File: src/verilog/ssup_pkg.sv
// Shared constants, carriers and states of the safety I/O stop supervisor
package ssup_pkg;

  // Clock rate and documented worst-case times
  localparam int unsigned CLK_KHZ = 50_000;
  localparam int unsigned DETECT_MS = 100;
  localparam int unsigned POWER_OFF_MS = 1200;
  localparam int unsigned RESP_C1_MS = 1300;
  localparam int unsigned RESP_C2_MS = 1200;
  localparam int unsigned OUTPUT_MS = 1000;
  localparam int unsigned RATE_WIN_MS = 1000;

  // Cycle counts; longest times round down
  localparam int unsigned DETECT_CYC = DETECT_MS * CLK_KHZ;
  localparam int unsigned FILT_CYC = DETECT_CYC / 2;
  localparam int unsigned POWER_OFF_CYC = POWER_OFF_MS * CLK_KHZ;
  localparam int unsigned STOP2_CYC = RESP_C2_MS * CLK_KHZ;
  localparam int unsigned RATE_WIN_CYC = RATE_WIN_MS * CLK_KHZ;
  localparam int unsigned RATE_MAX = 4;

  // Counters cover the longest count (60 M cycles)
  localparam int unsigned CNT_W = 27;
  typedef logic [CNT_W-1:0] ssup_cnt_t;

  // Register map, byte addresses on a 32-bit APB
  localparam int unsigned ADDR_W = 8;
  localparam logic [7:0] OFF_CTRL = 8'h00;
  localparam logic [7:0] OFF_NORM_LIM = 8'h04;
  localparam logic [7:0] OFF_RED_LIM = 8'h08;
  localparam logic [7:0] OFF_STATUS = 8'h0C;
  localparam logic [7:0] OFF_FAULT = 8'h10;
  localparam int unsigned CTRL_AUTO_BIT = 0;
  localparam int unsigned CTRL_RESET_BIT = 1;
  localparam logic CTRL_AUTO_RST = 1'b1;
  localparam logic [31:0] NORM_LIM_RST = 32'hFFFF_FFFF;
  localparam logic [31:0] RED_LIM_RST = 32'h0100_0100;
  localparam int unsigned FAULT_RATE_BIT = 8;
  localparam int unsigned FAULT_W = 9;
  localparam int unsigned IN_W = 8;

  // Eight safety inputs, high means the function is demanded
  typedef struct packed {
    logic system_stop_in;
    logic force_ctrl_enable_in;
    logic operating_mode_in;
    logic enabling_device_in;
    logic safeguard_reset_in;
    logic reduced_speed_in;
    logic safeguard_stop_in;
    logic ext_estop_in;
  } ssup_in_t;

  // Eight safety outputs of one channel
  typedef struct packed {
    logic system_running_out;
    logic estop_nc_out;
    logic system_fault_out;
    logic normal_speed_out;
    logic reduced_speed_out;
    logic not_stopping_out;
    logic moving_out;
    logic estop_no_out;
  } ssup_out_t;

  typedef enum logic [2:0] {
    ST_RUN, ST_C2_DECEL, ST_C2_HOLD, ST_C1_DECEL, ST_C1_OFF
  } ssup_state_t;

  // Saturating counter step
  function automatic ssup_cnt_t cnt_inc(input ssup_cnt_t c);
    cnt_inc = (&c) ? c : c + ssup_cnt_t'(1);
  endfunction

endpackage

File: src/verilog/ssup_top.sv
// Safety I/O stop supervisor with APB configuration and status
`timescale 1ns/1ns
//
// Contract
// RULE1 - Each safety input and output exists on two independent channels.
// RULE2 - Accept eight redundant safety input functions.
// RULE3 - Drive eight redundant safety status outputs.
// RULE4 - Emergency stop: category 1, program stop, power off, manual reset.
// RULE5 - Safeguard stop: category 2, pause, power kept, configurable reset.
// RULE6 - Detect any safety input change within 100 ms.
// RULE7 - Emergency stops: power off within 1200 ms, respond within 1300 ms.
// RULE8 - Other safety inputs take effect within 1200 ms.
// RULE9 - Status outputs follow their condition within 1000 ms.
// RULE10 - Automatic reset resumes motion once the safeguard input clears.
// RULE11 - Manual reset holds the stop until the reset input is given.
// RULE12 - Too frequent safeguard stops may raise a system error.
// RULE13 - A setting selects automatic or manual safeguard reset.
// RULE14 - Reduced mode input selects the reduced speed limits.
// RULE15 - In verification mode move only while enabling device is valid.
// RULE16 - System stop input causes a category 1 stop.
// RULE17 - Not-stopping output shows deceleration after a stop request.
// RULE18 - Persistent channel disagreement raises error and a safe stop.
// RULE19 - Normally-closed estop output is the complement of normally-open.
module ssup_top
  import ssup_pkg::*;
#(
  parameter int unsigned FILT_P = FILT_CYC,
  parameter int unsigned DISC_P = DETECT_CYC,
  parameter int unsigned POWER_OFF_P = POWER_OFF_CYC,
  parameter int unsigned STOP2_P = STOP2_CYC,
  parameter int unsigned RATE_WIN_P = RATE_WIN_CYC
) (
  input wire logic clock,
  input wire logic rst,
  input wire logic psel,
  input wire logic penable,
  input wire logic pwrite,
  input wire logic [ADDR_W-1:0] paddr,
  input wire logic [31:0] pwdata,
  output logic [31:0] prdata,
  output logic pready,
  output logic pslverr,
  input wire ssup_in_t safety_in_a,
  input wire ssup_in_t safety_in_b,
  input wire logic motion_active,
  output ssup_out_t safety_out_a,
  output ssup_out_t safety_out_b,
  output logic drive_power_en,
  output logic program_run,
  output logic program_pause,
  output logic program_stop,
  output logic [15:0] joint_speed_lim,
  output logic [15:0] tcp_speed_lim
);
  ssup_in_t filt;
  logic [IN_W-1:0] filt_raw, mismatch;
  logic rate_err;
  logic guard_rise;
  ssup_state_t state_q, state_d;
  ssup_cnt_t tmr_q;
  logic auto_q, guard_lat_q, reset_prev_q, guard_prev_q;
  logic [31:0] norm_lim_q, red_lim_q;
  logic [FAULT_W-1:0] fault_q, fault_set;
  logic power_q;
  ssup_out_t out_d;

  function automatic logic is_c1(input ssup_state_t s);
    is_c1 = (s == ST_C1_DECEL) || (s == ST_C1_OFF);
  endfunction

  function automatic logic is_decel(input ssup_state_t s);
    is_decel = (s == ST_C1_DECEL) || (s == ST_C2_DECEL);
  endfunction

  // Both channels of all eight inputs are filtered and compared
  ssup_dual_in #(.FILT(FILT_P), .DISC(DISC_P)) u_in ( // see RULE1
    .clock(clock),
    .rst(rst),
    .chan_a(safety_in_a), // see RULE2
    .chan_b(safety_in_b),
    .value_q(filt_raw),
    .mismatch_q(mismatch)
  );
  assign filt = ssup_in_t'(filt_raw);

  ssup_rate_mon #(.WIN(RATE_WIN_P)) u_rate (
    .clock(clock),
    .rst(rst),
    .stop_event(guard_rise),
    .rate_err_q(rate_err)
  );

  // APB decode; writes land on the edge that completes the transfer
  wire apb_acc = psel && penable && !pready;
  wire apb_done = psel && penable && pready;
  wire apb_wr = apb_done && pwrite;
  wire hit_ctrl = paddr == OFF_CTRL;
  wire hit_norm = paddr == OFF_NORM_LIM;
  wire hit_red = paddr == OFF_RED_LIM;
  wire hit_stat = paddr == OFF_STATUS;
  wire hit_fault = paddr == OFF_FAULT;
  wire hit_any = hit_ctrl | hit_norm | hit_red | hit_stat | hit_fault;
  wire wr_ctrl = apb_wr && hit_ctrl;
  wire estop_reset_cmd = wr_ctrl && pwdata[CTRL_RESET_BIT];
  wire wr_fault = apb_wr && hit_fault;

  // Stop demands
  wire fault_any = |fault_q;
  wire estop_req = filt.ext_estop_in | filt.system_stop_in | fault_any;
  wire guard_req = filt.safeguard_stop_in;
  wire verify_hold = filt.operating_mode_in & ~filt.enabling_device_in;
  assign guard_rise = guard_req & ~guard_prev_q;
  wire reset_rise = filt.safeguard_reset_in & ~reset_prev_q;
  wire c2_release = !guard_req && !verify_hold &&
                    (!guard_lat_q || auto_q || reset_rise);
  wire c1_done = !motion_active || tmr_q >= ssup_cnt_t'(POWER_OFF_P - 1);
  wire c2_done = !motion_active || tmr_q >= ssup_cnt_t'(STOP2_P - 1);

  // Next state of the stop sequencer
  always_comb begin
    state_d = state_q;
    case (state_q)
      ST_RUN: begin
        if (estop_req) begin
          state_d = ST_C1_DECEL; // see RULE4 RULE16 RULE18
        end else if (guard_req || verify_hold) begin
          state_d = ST_C2_DECEL; // see RULE5 RULE15
        end
      end
      ST_C2_DECEL: begin
        if (estop_req) begin
          state_d = ST_C1_DECEL;
        end else if (c2_done) begin
          state_d = ST_C2_HOLD; // see RULE8
        end
      end
      ST_C2_HOLD: begin
        if (estop_req) begin
          state_d = ST_C1_DECEL;
        end else if (c2_release) begin
          state_d = ST_RUN; // see RULE10 RULE11 RULE13
        end
      end
      ST_C1_DECEL: begin
        if (c1_done) begin
          state_d = ST_C1_OFF; // see RULE7
        end
      end
      ST_C1_OFF: begin
        if (estop_reset_cmd && !estop_req) begin
          state_d = ST_RUN; // see RULE4
        end
      end
      default: state_d = ST_C1_OFF;
    endcase
  end

  // Sequencer state and the stop timer
  always_ff @(posedge clock or posedge rst) begin
    if (rst) begin
      state_q <= ST_C1_OFF;
      tmr_q <= '0;
    end else begin
      state_q <= state_d;
      tmr_q <= (state_d != state_q) ? '0 : cnt_inc(tmr_q);
    end
  end

  // Remember why the category 2 stop was taken and sample edges
  always_ff @(posedge clock or posedge rst) begin
    if (rst) begin
      guard_lat_q <= 1'b0;
      guard_prev_q <= 1'b0;
      reset_prev_q <= 1'b0;
    end else begin
      guard_prev_q <= guard_req;
      reset_prev_q <= filt.safeguard_reset_in;
      if (state_q == ST_RUN) begin
        guard_lat_q <= guard_req;
      end else if (state_q == ST_C2_DECEL && guard_req) begin
        guard_lat_q <= 1'b1;
      end
    end
  end

  // Fault flags: a new event beats a clear in the same cycle
  assign fault_set = {rate_err, mismatch};
  always_ff @(posedge clock or posedge rst) begin
    if (rst) begin
      fault_q <= '0;
    end else begin
      fault_q <= fault_set | (fault_q &
                 ~(wr_fault ? pwdata[FAULT_W-1:0] : '0)); // see RULE18
    end
  end

  // Configuration registers
  always_ff @(posedge clock or posedge rst) begin
    if (rst) begin
      auto_q <= CTRL_AUTO_RST;
      norm_lim_q <= NORM_LIM_RST;
      red_lim_q <= RED_LIM_RST;
    end else begin
      if (wr_ctrl) begin
        auto_q <= pwdata[CTRL_AUTO_BIT]; // see RULE13
      end
      if (apb_wr && hit_norm) begin
        norm_lim_q <= pwdata;
      end
      if (apb_wr && hit_red) begin
        red_lim_q <= pwdata;
      end
    end
  end

  // Status word: power, program states, fault, filtered inputs
  wire [31:0] status_w = {16'h0000, filt_raw, 2'b00, fault_any,
                          is_decel(state_q), program_stop,
                          program_pause, program_run, power_q};
  wire [31:0] rd_mux = hit_ctrl ? {30'h0000_0000, 1'b0, auto_q} :
                       hit_norm ? norm_lim_q :
                       hit_red ? red_lim_q :
                       hit_stat ? status_w :
                       hit_fault ? {23'h00_0000, fault_q} : 32'h0000_0000;

  // One wait state; unmapped addresses answer with an error
  always_ff @(posedge clock or posedge rst) begin
    if (rst) begin
      pready <= 1'b0;
      pslverr <= 1'b0;
      prdata <= 32'h0000_0000;
    end else begin
      pready <= apb_acc;
      pslverr <= apb_acc && !hit_any;
      if (apb_acc && !pwrite) begin
        prdata <= rd_mux;
      end
    end
  end

  // Output values, both channels from separate flops
  always_comb begin
    out_d.estop_no_out = is_c1(state_q);
    out_d.estop_nc_out = ~is_c1(state_q); // see RULE19
    out_d.moving_out = (state_q == ST_RUN) && motion_active;
    out_d.not_stopping_out = is_decel(state_q) && motion_active; // see RULE17
    out_d.reduced_speed_out = filt.reduced_speed_in;
    out_d.normal_speed_out = ~filt.reduced_speed_in;
    out_d.system_fault_out = fault_any;
    out_d.system_running_out = power_q && !fault_any;
  end

  // Outputs settle one cycle after the state, far inside 1000 ms
  always_ff @(posedge clock or posedge rst) begin
    if (rst) begin
      safety_out_a <= '{estop_nc_out: 1'b1, default: 1'b0};
      safety_out_b <= '{estop_nc_out: 1'b1, default: 1'b0};
    end else begin
      safety_out_a <= out_d; // see RULE3 RULE9
      safety_out_b <= out_d; // see RULE1
    end
  end

  // Drive power and program state follow the sequencer
  always_ff @(posedge clock or posedge rst) begin
    if (rst) begin
      power_q <= 1'b0;
      drive_power_en <= 1'b0;
      program_run <= 1'b0;
      program_pause <= 1'b0;
      program_stop <= 1'b1;
      joint_speed_lim <= 16'h0000;
      tcp_speed_lim <= 16'h0000;
    end else begin
      power_q <= state_d != ST_C1_OFF; // see RULE4 RULE5
      drive_power_en <= state_d != ST_C1_OFF;
      program_run <= state_d == ST_RUN;
      program_pause <= state_d == ST_C2_DECEL || state_d == ST_C2_HOLD;
      program_stop <= is_c1(state_d);
      // Reduced input swaps the limit set; see RULE14
      joint_speed_lim <= filt.reduced_speed_in ? red_lim_q[15:0]
                                               : norm_lim_q[15:0];
      tcp_speed_lim <= filt.reduced_speed_in ? red_lim_q[31:16]
                                             : norm_lim_q[31:16];
    end
  end
endmodule

File: src/verilog/ssup_dual_in.sv
// Two-channel safety input synchroniser, filter and discrepancy check
`timescale 1ns/1ns
module ssup_dual_in
  import ssup_pkg::*;
#(
  parameter int unsigned FILT = FILT_CYC,
  parameter int unsigned DISC = DETECT_CYC
) (
  input wire logic clock,
  input wire logic rst,
  input wire logic [IN_W-1:0] chan_a,
  input wire logic [IN_W-1:0] chan_b,
  output logic [IN_W-1:0] value_q,
  output logic [IN_W-1:0] mismatch_q
);
  logic [IN_W-1:0] a1_q, a2_q, b1_q, b2_q;

  // Pins are asynchronous, two flops per channel
  always_ff @(posedge clock or posedge rst) begin
    if (rst) begin
      a1_q <= '0;
      a2_q <= '0;
      b1_q <= '0;
      b2_q <= '0;
    end else begin
      a1_q <= chan_a;
      a2_q <= a1_q;
      b1_q <= chan_b;
      b2_q <= b1_q;
    end
  end

  // Per bit: agreeing channels must hold a new level FILT cycles
  for (genvar i = 0; i < IN_W; i++) begin : g_bit
    ssup_cnt_t filt_q, disc_q;
    wire agree = a2_q[i] == b2_q[i];
    wire change = agree && (a2_q[i] != value_q[i]);
    always_ff @(posedge clock or posedge rst) begin
      if (rst) begin
        filt_q <= '0;
        disc_q <= '0;
        value_q[i] <= 1'b0;
        mismatch_q[i] <= 1'b0;
      end else begin
        filt_q <= change ? cnt_inc(filt_q) : '0;
        disc_q <= agree ? '0 : cnt_inc(disc_q);
        if (change && filt_q >= ssup_cnt_t'(FILT - 1)) begin // see RULE6
          value_q[i] <= a2_q[i];
        end
        // Persistent disagreement is a fault; see RULE18
        mismatch_q[i] <= !agree && disc_q >= ssup_cnt_t'(DISC - 1);
      end
    end
  end
endmodule

File: src/verilog/ssup_rate_mon.sv
// Counts safeguard stops per window and flags too high a rate
`timescale 1ns/1ns
module ssup_rate_mon
  import ssup_pkg::*;
#(
  parameter int unsigned WIN = RATE_WIN_CYC
) (
  input wire logic clock,
  input wire logic rst,
  input wire logic stop_event,
  output logic rate_err_q
);
  ssup_cnt_t win_q;
  logic [3:0] num_q;
  wire win_end = win_q >= ssup_cnt_t'(WIN - 1);

  // Fixed windows keep the logic small at the cost of edge effects
  always_ff @(posedge clock or posedge rst) begin
    if (rst) begin
      win_q <= '0;
      num_q <= '0;
      rate_err_q <= 1'b0;
    end else begin
      win_q <= win_end ? '0 : cnt_inc(win_q);
      if (win_end) begin
        num_q <= '0;
      end else if (stop_event && !(&num_q)) begin
        num_q <= num_q + 4'h1;
      end
      rate_err_q <= num_q > 4'(RATE_MAX); // see RULE12
    end
  end
endmodule

File: config.mk
export PLATFORM = sky130hd
export DESIGN_NAME = ssup_top
export DESIGN_NICKNAME = d
export VERILOG_FILES = /design/src/verilog/ssup_pkg.sv /design/src/verilog/ssup_top.sv /design/src/verilog/ssup_dual_in.sv /design/src/verilog/ssup_rate_mon.sv
export SDC_FILE = /design/constraint.sdc
export NUM_CORES = 2
export LEC_CHECK = 0
export BUFFER_PORTS_ARGS = -buffer_cell sky130_fd_sc_hd__buf_2
export CORE_UTILIZATION = 56
export DETAILED_ROUTE_END_ITERATION = 16
export HOLD_SLACK_MARGIN = 0.1
export MAX_ROUTING_LAYER = met4
export PLACE_DENSITY = 0.71
export SLEW_MARGIN = 25
export SYNTH_ARGS = -nofsm -noshare
export SYNTH_HDL_FRONTEND = slang
export SYNTH_SLANG_ARGS = --single-unit
File: constraint.sdc
create_clock -name clock -period 30.4 [get_ports clock]
set_input_delay 3.04 -clock clock [delete_from_list [all_inputs] [get_ports clock]]
set_output_delay 3.04 -clock clock [all_outputs]
set_load 0.03 [all_outputs]
After elaboration in Yosys (flattened, before gate mapping):

Cells that the tools add are included.

* add/subtract/negate cells: 19
* order comparisons: 19
* equal/unequal tests: 48
* muxes and demuxes: 57
* bitwise gates (word level): 17
* reductions and logical operators: 94

Operator list (count)
* $mux W27: 36
* $add A27 B1 Y27 const B: 18
* $reduce_and A27 Y1: 18
* $ge A27 B22 Y1 const B: 8
* $ge A27 B23 Y1 const B: 8
* $mux W32: 3
* $ge A27 B26 Y1 const B: 2
* $mux W16: 3
* $logic_and A1 B1 Y1: 43
* $mux W3: 8
* $logic_not A1 Y1: 18
* $mux W9: 2
* $ne A2 B1 Y1 const B: 9
* $ne A2 B2 Y1 const B: 9
* $eq A8 B4 Y1 const B: 2
* $pmux W3 S5: 1
* $eq A3 B2 Y1 const B: 4
* $and A9 B9 Y9: 1
* $not A9 Y9: 1
* $or A9 B9 Y9: 1
* $reduce_or A9 Y1: 1
* $eq A1 B1 Y1: 8
* $eq A8 B3 Y1 const B: 1
* $eq A8 B5 Y1 const B: 1
* 17 further kinds: 48

* bits in registers: 697
* output and inout port bits: 86

Longest topological paths before layout:

* depth in word-level cells: 10
* mapped depth: 9
* depth with buffers taken out: 8

By module:

A second synthesis with hierarchy kept.

* cells, all modules: 3743
* area total of the unflattened synthesis: 36246.0 µm²

Modules (own cells, without submodules)
* ssup_dual_in: instances 1, cells each 2876, area an instance 26327.8 µm², seq. area each 12011.5 µm²
* ssup_top: instances 1, cells each 683, area an instance 8070.2 µm², seq. area each 4677.0 µm²
* ssup_rate_mon: instances 1, cells each 184, area an instance 1848.0 µm², seq. area each 800.8 µm²

Least setup slack after synthesis:

No wires, ideal clock.

* path kind: input -> register
* from: input port paddr[1]
* to: register red_lim_q[19]
* setup time: 0.125 ns
* arrival: 4.886 ns
* required time: 30.275 ns
* slack: 25.389 ns
* stages on the path: 6
* buffers on the path: 2
* cells stage by stage: or4_1 > or3_1 > buf_6 > nor4_4 > buf_4 > mux2_2

* longest elaborated chain between the ends: 2

RTL lines
* from (decl): line ssup_top.sv:38 `input wire logic [ADDR_W-1:0] paddr,`
* $eq A8 B4 Y1: line ssup_top.sv:99 `wire hit_red = paddr == OFF_RED_LIM;`
* $logic_and A1 B1 Y1: line ssup_top.sv:210 `if (apb_wr && hit_red) begin`
* to (signal assigned): line ssup_top.sv:211 `red_lim_q <= pwdata;`
* to (decl): line ssup_top.sv:62 `logic [31:0] norm_lim_q, red_lim_q;`

No other way between the ends.
A chain may end at the register's enable or synchronous reset.

Worst setup path in the final report:

* from: input port paddr[1]
* to: register tmr_q[21]

* longest elaborated chain between the ends: 8
* elaborated cells between the ends (all ways): 9
* classes of those cells: eq/ne: 2; mux: 3; reduce/logical: 4

RTL lines
* $logic_not A8 Y1 (*): line ssup_top.sv:97 `wire hit_ctrl = paddr == OFF_CTRL;`
* $logic_and A1 B1 Y1 (*): line ssup_top.sv:103 `wire wr_ctrl = apb_wr && hit_ctrl;`
* $logic_and A1 B1 Y1 (*): line ssup_top.sv:104 `wire estop_reset_cmd = wr_ctrl && pwdata[CTRL_RESET_BIT];`
* $logic_and A1 B1 Y1 (*): line ssup_top.sv:150 `if (estop_reset_cmd && !estop_req) begin`
* $mux W3 (*): line ssup_top.sv:150
* $pmux W3 S5 (*): line ssup_top.sv:122 `case (state_q)`
* $ne A3 B3 Y1 (*): line ssup_top.sv:165 `tmr_q <= (state_d != state_q) ? '0 : cnt_inc(tmr_q);`
* $ne A2 B2 Y1 (no line) or $mux W27 (tied branches)
* to (signal assigned): line ssup_top.sv:165
* to (decl): line ssup_top.sv:60 `ssup_cnt_t tmr_q;`

Mark *: on every way between the ends. The rest lies on a longest branch, timed or not.

==> impl.org <==
** Setup path
- FF-to-FF path depth :: 6
- The largest individual stage delay along the critical path comes from the cell a221o_1.
- STA puts the critical path data arrival time at 5910 ps.
- Crit-path max FO :: 27
- Critical R2R Launch :: fault_q[4]
- Data on the critical path is required at its endpoint by between 30000 and 40000 ps.
- Setup slack on the worst reg-to-reg path comes out at roughly 27000 ps.
- Walking the worst path, the cells encountered are buf_2, or4_1, or3_1, nor4_2, a211o_1, a221o_1, nor2_1.
- CP Capture Type :: register
- End of the worst register-to-register path :: tmr_q[21]
- Element type at the critical path start :: input pin
- Biggest cell delay along the critical path :: 770 ps
- The critical path is of the in2reg type.

** Power and ir drop
- Leakage Power :: 16.9 nW
- Power spread over the standard cell area amounts to roughly 52 nW/um2.
- IR analysis of the VDD net gives a maximum drop of ~0.059 mV.

** Run
- The tool flagged a number of max-cap violations equal to 0.

** Timing
- Setup repair after global routing missed its margin :: no
- Measured slew at the worst slew-check pin :: between 900 and 1000 ps
- Worst hold-check slack :: ~340 ps
- Final setup slack of the worst path :: 24950 ps
- Hold Vio Cnt, Final :: 0
- Dividing the final minimum period by the clock period gives 0.179.
- Final Skew :: about 17 ps
- Tmin final :: around 5500 ps
- Maximum clock frequency :: 183 MHz
- Number of slew-limit violations in the final report :: 0
- Setup total negative slack on the finished layout was measured at 0 ps.
- Setup violations remaining at the end of the flow were counted as 0.
- Worst slew slack as a fraction of its limit :: 0.334

** Synth
- In the synthesized netlist, the cells that appear most often are 659 x dfrtp_1, 574 x nor2_1, 253 x nand2_1, 204 x nand3_1, 196 x xnor2_1.
- Cells after Synth :: approximately 3600
- For this run, the number of Yosys warnings is 0.
- Synth Cell Area :: 34800 um2
- After synthesis, the cell types taking the most area are dfrtp_1 47%, nor2_1 6.2%, xnor2_1 4.9%.
- Post-synth ARST share :: 1.00
- The synthesized netlist contains 85 unique library cells.
- The share of the Yosys chip area taken by registers is 0.502.
- Top cell type's share of synthesized area :: 0.474
- Dominant synthesized flop cell :: dfrtp_1
- Yosys instantiated no cell more often than dfrtp_1.
- The biggest area contributor in the post-synthesis netlist is dfrtp_1.
- In this run, synthesis inferred 0 flip-flops with an integrated enable.
- Counting flops and latches in the post-synthesis netlist gives between 600 and 700.
- A synthesized cell averages between 9 and 10 um2.
- Counting every net in the synthesized netlist gives approximately 3600.

** Layout
- Filler cell count in the final layout :: just over 5000
- Relative to the synthesized area, the layout overhead comes to 12.1%.
- Summing all multi-input logic gate instances after layout gives around 17000 um2.
- Final layout net count :: between 3000 and 4000
- Leaving out filler cells and counting taps, the final layout contains ~4600.
- Sequential cell area :: 17500 um2
- In the final layout, the share of cells above drive strength 1 is 0.129.
- Final Core Density :: 0.634

** Global routing
- Number of antenna violations at the first check in global routing :: 10
- The first global-routing pass estimated approximately 130000 um of wire.
- Entering global routing, the biggest net connects between 100 and 150 pins.
- GRT Overall Usage :: 0.250
- The total overflow left after global routing is 0.
- The via count of the first global-routing pass was ~25000.

** Die
- The core region is a little over 60000 um2.
- During I/O placement, the number of pins put on the boundary was 148.
- The floorplan step defined a die boundary enclosing around 63000 um2.
- The die is between 200 and 300 um wide.
- Site Rows :: between 90 and 100
- From bottom edge to top edge, the die measures ~250 um.
- Initial cell density of the core :: 0.565

** Hold path
- The startpoint identified for the worst hold timing path is u_in.b1_q[4].
- The path with the worst hold slack has its endpoint at u_in.b2_q[4].
- Path category of the worst min-delay check :: reg2reg
- Cell depth of the worst min-delay path :: 0

** CTS
- Htree depth :: 3
- Clock slew at the register clock pins of the worst setup and hold paths :: approximately 60 ps
- Maximum buffer depth of the clock tree :: 3
- Total clock buffers created by CTS :: 76
- The number of gates resized after CTS was 0.
- Post-CTS Repair Setup Buffers :: 0
- Clock sink count :: between 600 and 700
- TritonCTS built the clock tree.
- Source-to-sink clock delay at the later pin of the worst-skew pair :: 620 ps
- The tree is rooted in a clkbuf_16.
- For this design, the CTS-stage hold fixing added 0 buffers.

** Drt
- Using the TritonRoute via totals, the vias-per-cell ratio works out to approximately 5.8.
- After the first detailed-routing iteration, the DRC count stood at 1777.
- Drt total wl :: 75900 um
- Average detailed-routed wire length per instance :: between 15 and 20 um
- After detailed routing, the number of remaining DRC violations is 0.
- For this run, the detailed router's first-pass iteration total came to 7.
- The final route contains 26601 vias.
- ANT nets after route :: 0

** Place
- Placed Cells incl. Taps :: around 4400
- Routability-driven placement finished with a final weighted congestion of between 0.8 and 0.9.
- Input and output buffers added on the ports amount to between 100 and 150.
- Hpwl dp :: about 51000 um
- Pre-CTS worst setup slack :: 24300 ps

** Outcome
- Result of the run :: complete, no violations
final cells by class:
class                           instances  share of cell area
Multi-Input combinational cell       2673               0.426
Clock inverter                         36              0.0123
Tap cell                              837              0.0268
Timing Repair Buffer                  173              0.0245
Antenna cell                            5            0.000320
Inverter                               59             0.00586
Sequential cell                       697               0.448
Clock buffer                          101              0.0561
routing by layer:
layer | vias to the layer above | wire length (um) | track usage
met5 | - | 0 | -
met4 | 0 | 1610 | 0.0669
met3 | 115 | 3460 | 0.0436
met1 | 13002 | 35900 | 0.348
li1 | 12984 | - | -
met2 | 500 | 34900 | 0.381
kinds of logic (layout without fill, tap and decap cells):
kind of cell / count (synthesis) / after routing / synth area share
and+or+nand+nor: 1698 / 1698 / 0.246
DFF: 697 / 697 / 0.502
AOI/OAI and AO/OA: 455 / 455 / 0.0860
xor gates and xnor gates: 376 / 376 / 0.0946
buffers and inverters: 196 / 369 / 0.0246
muxes: 123 / 123 / 0.0389
adders and majority gates: 20 / 20 / 0.00719
other: 1 / 6 / 0.000108
power breakdown:
part | internal [mW] | total [mW] | switching [mW]
clock | 0.593 | 0.974 | 0.381
combinational | 0.0227 | 0.0834 | 0.0606
sequential | 0.942 | 0.956 | 0.0140
total | 1.56 | 2.01 | 0.456
worst max path at each step:
stage                     startpoint         end  slack (ps)  depth (start not counted)
final                       paddr[1]   tmr_q[21]       24950                          7
after global routing        paddr[1]   tmr_q[21]       24690                          7
after CTS                   paddr[1]   tmr_q[21]       24950                          7
after detailed placement    paddr[1]   tmr_q[11]       24300                          7
after global placement      paddr[1]   tmr_q[17]       24370                          7
after floorplan                  rst  fault_q[0]        7880                          1
registers in the layout, indices dropped and copies added (netlist names), 8 cells and up:
| signal | cells |
|---|---|
| prdata | 32 |
| tmr_q | 27 |
| safety_out_b | 8 |
| norm_lim_q | 32 |
| fault_q | 9 |
| tcp_speed_lim | 16 |
| joint_speed_lim | 16 |
| u_in.b2_q | 8 |
| u_in.a2_q | 8 |
| red_lim_q | 32 |
| u_in.g_bit.disc_q | 216 |
| u_in.g_bit.filt_q | 216 |
| u_rate.win_q | 27 |
| u_in.mismatch_q | 8 |
| u_in.value_q | 8 |
| u_in.a1_q | 8 |
| u_in.b1_q | 8 |
worst max-delay path: cells and delay by family:
kind	cells	cell delay, ps
compound gates	2	940
simple gates	4	1820
buf+inv	1	90
stage by stage:
step	power [mW]	cell area, um2
floorplan	1.03	34800
global placement	1.05	36300
detailed placement	1.06	36300
CTS	2.04	39000
global route	2.08	39000
finish	2.01	39000
cells in the final DEF (no fill, tap or decap), types with 12 or more instances in the layout:
cell type	n
nand3_1	204
nor3_1	100
nor3b_1	18
ha_1	20
nand4_1	142
and4_1	58
or3_1	50
mux2_2	98
and3_1	100
buf_2	147
mux2i_1	24
nor2_1	574
dfrtp_1	658
clkbuf_16	78
nand2b_1	12
o211ai_1	22
a211oi_1	35
inv_1	58
and2_1	30
nor4_1	51
or4_1	31
clkinv_2	13
clkbuf_8	15
a31oi_1	38
xnor2_1	189
a21oi_1	110
dfstp_2	38
xor2_1	179
nand2_1	253
o31ai_1	15
a21o_1	17
a221oi_1	17
buf_4	22
o21ai_0	87
No activity file was read; power rests on OpenSTA's default activity.
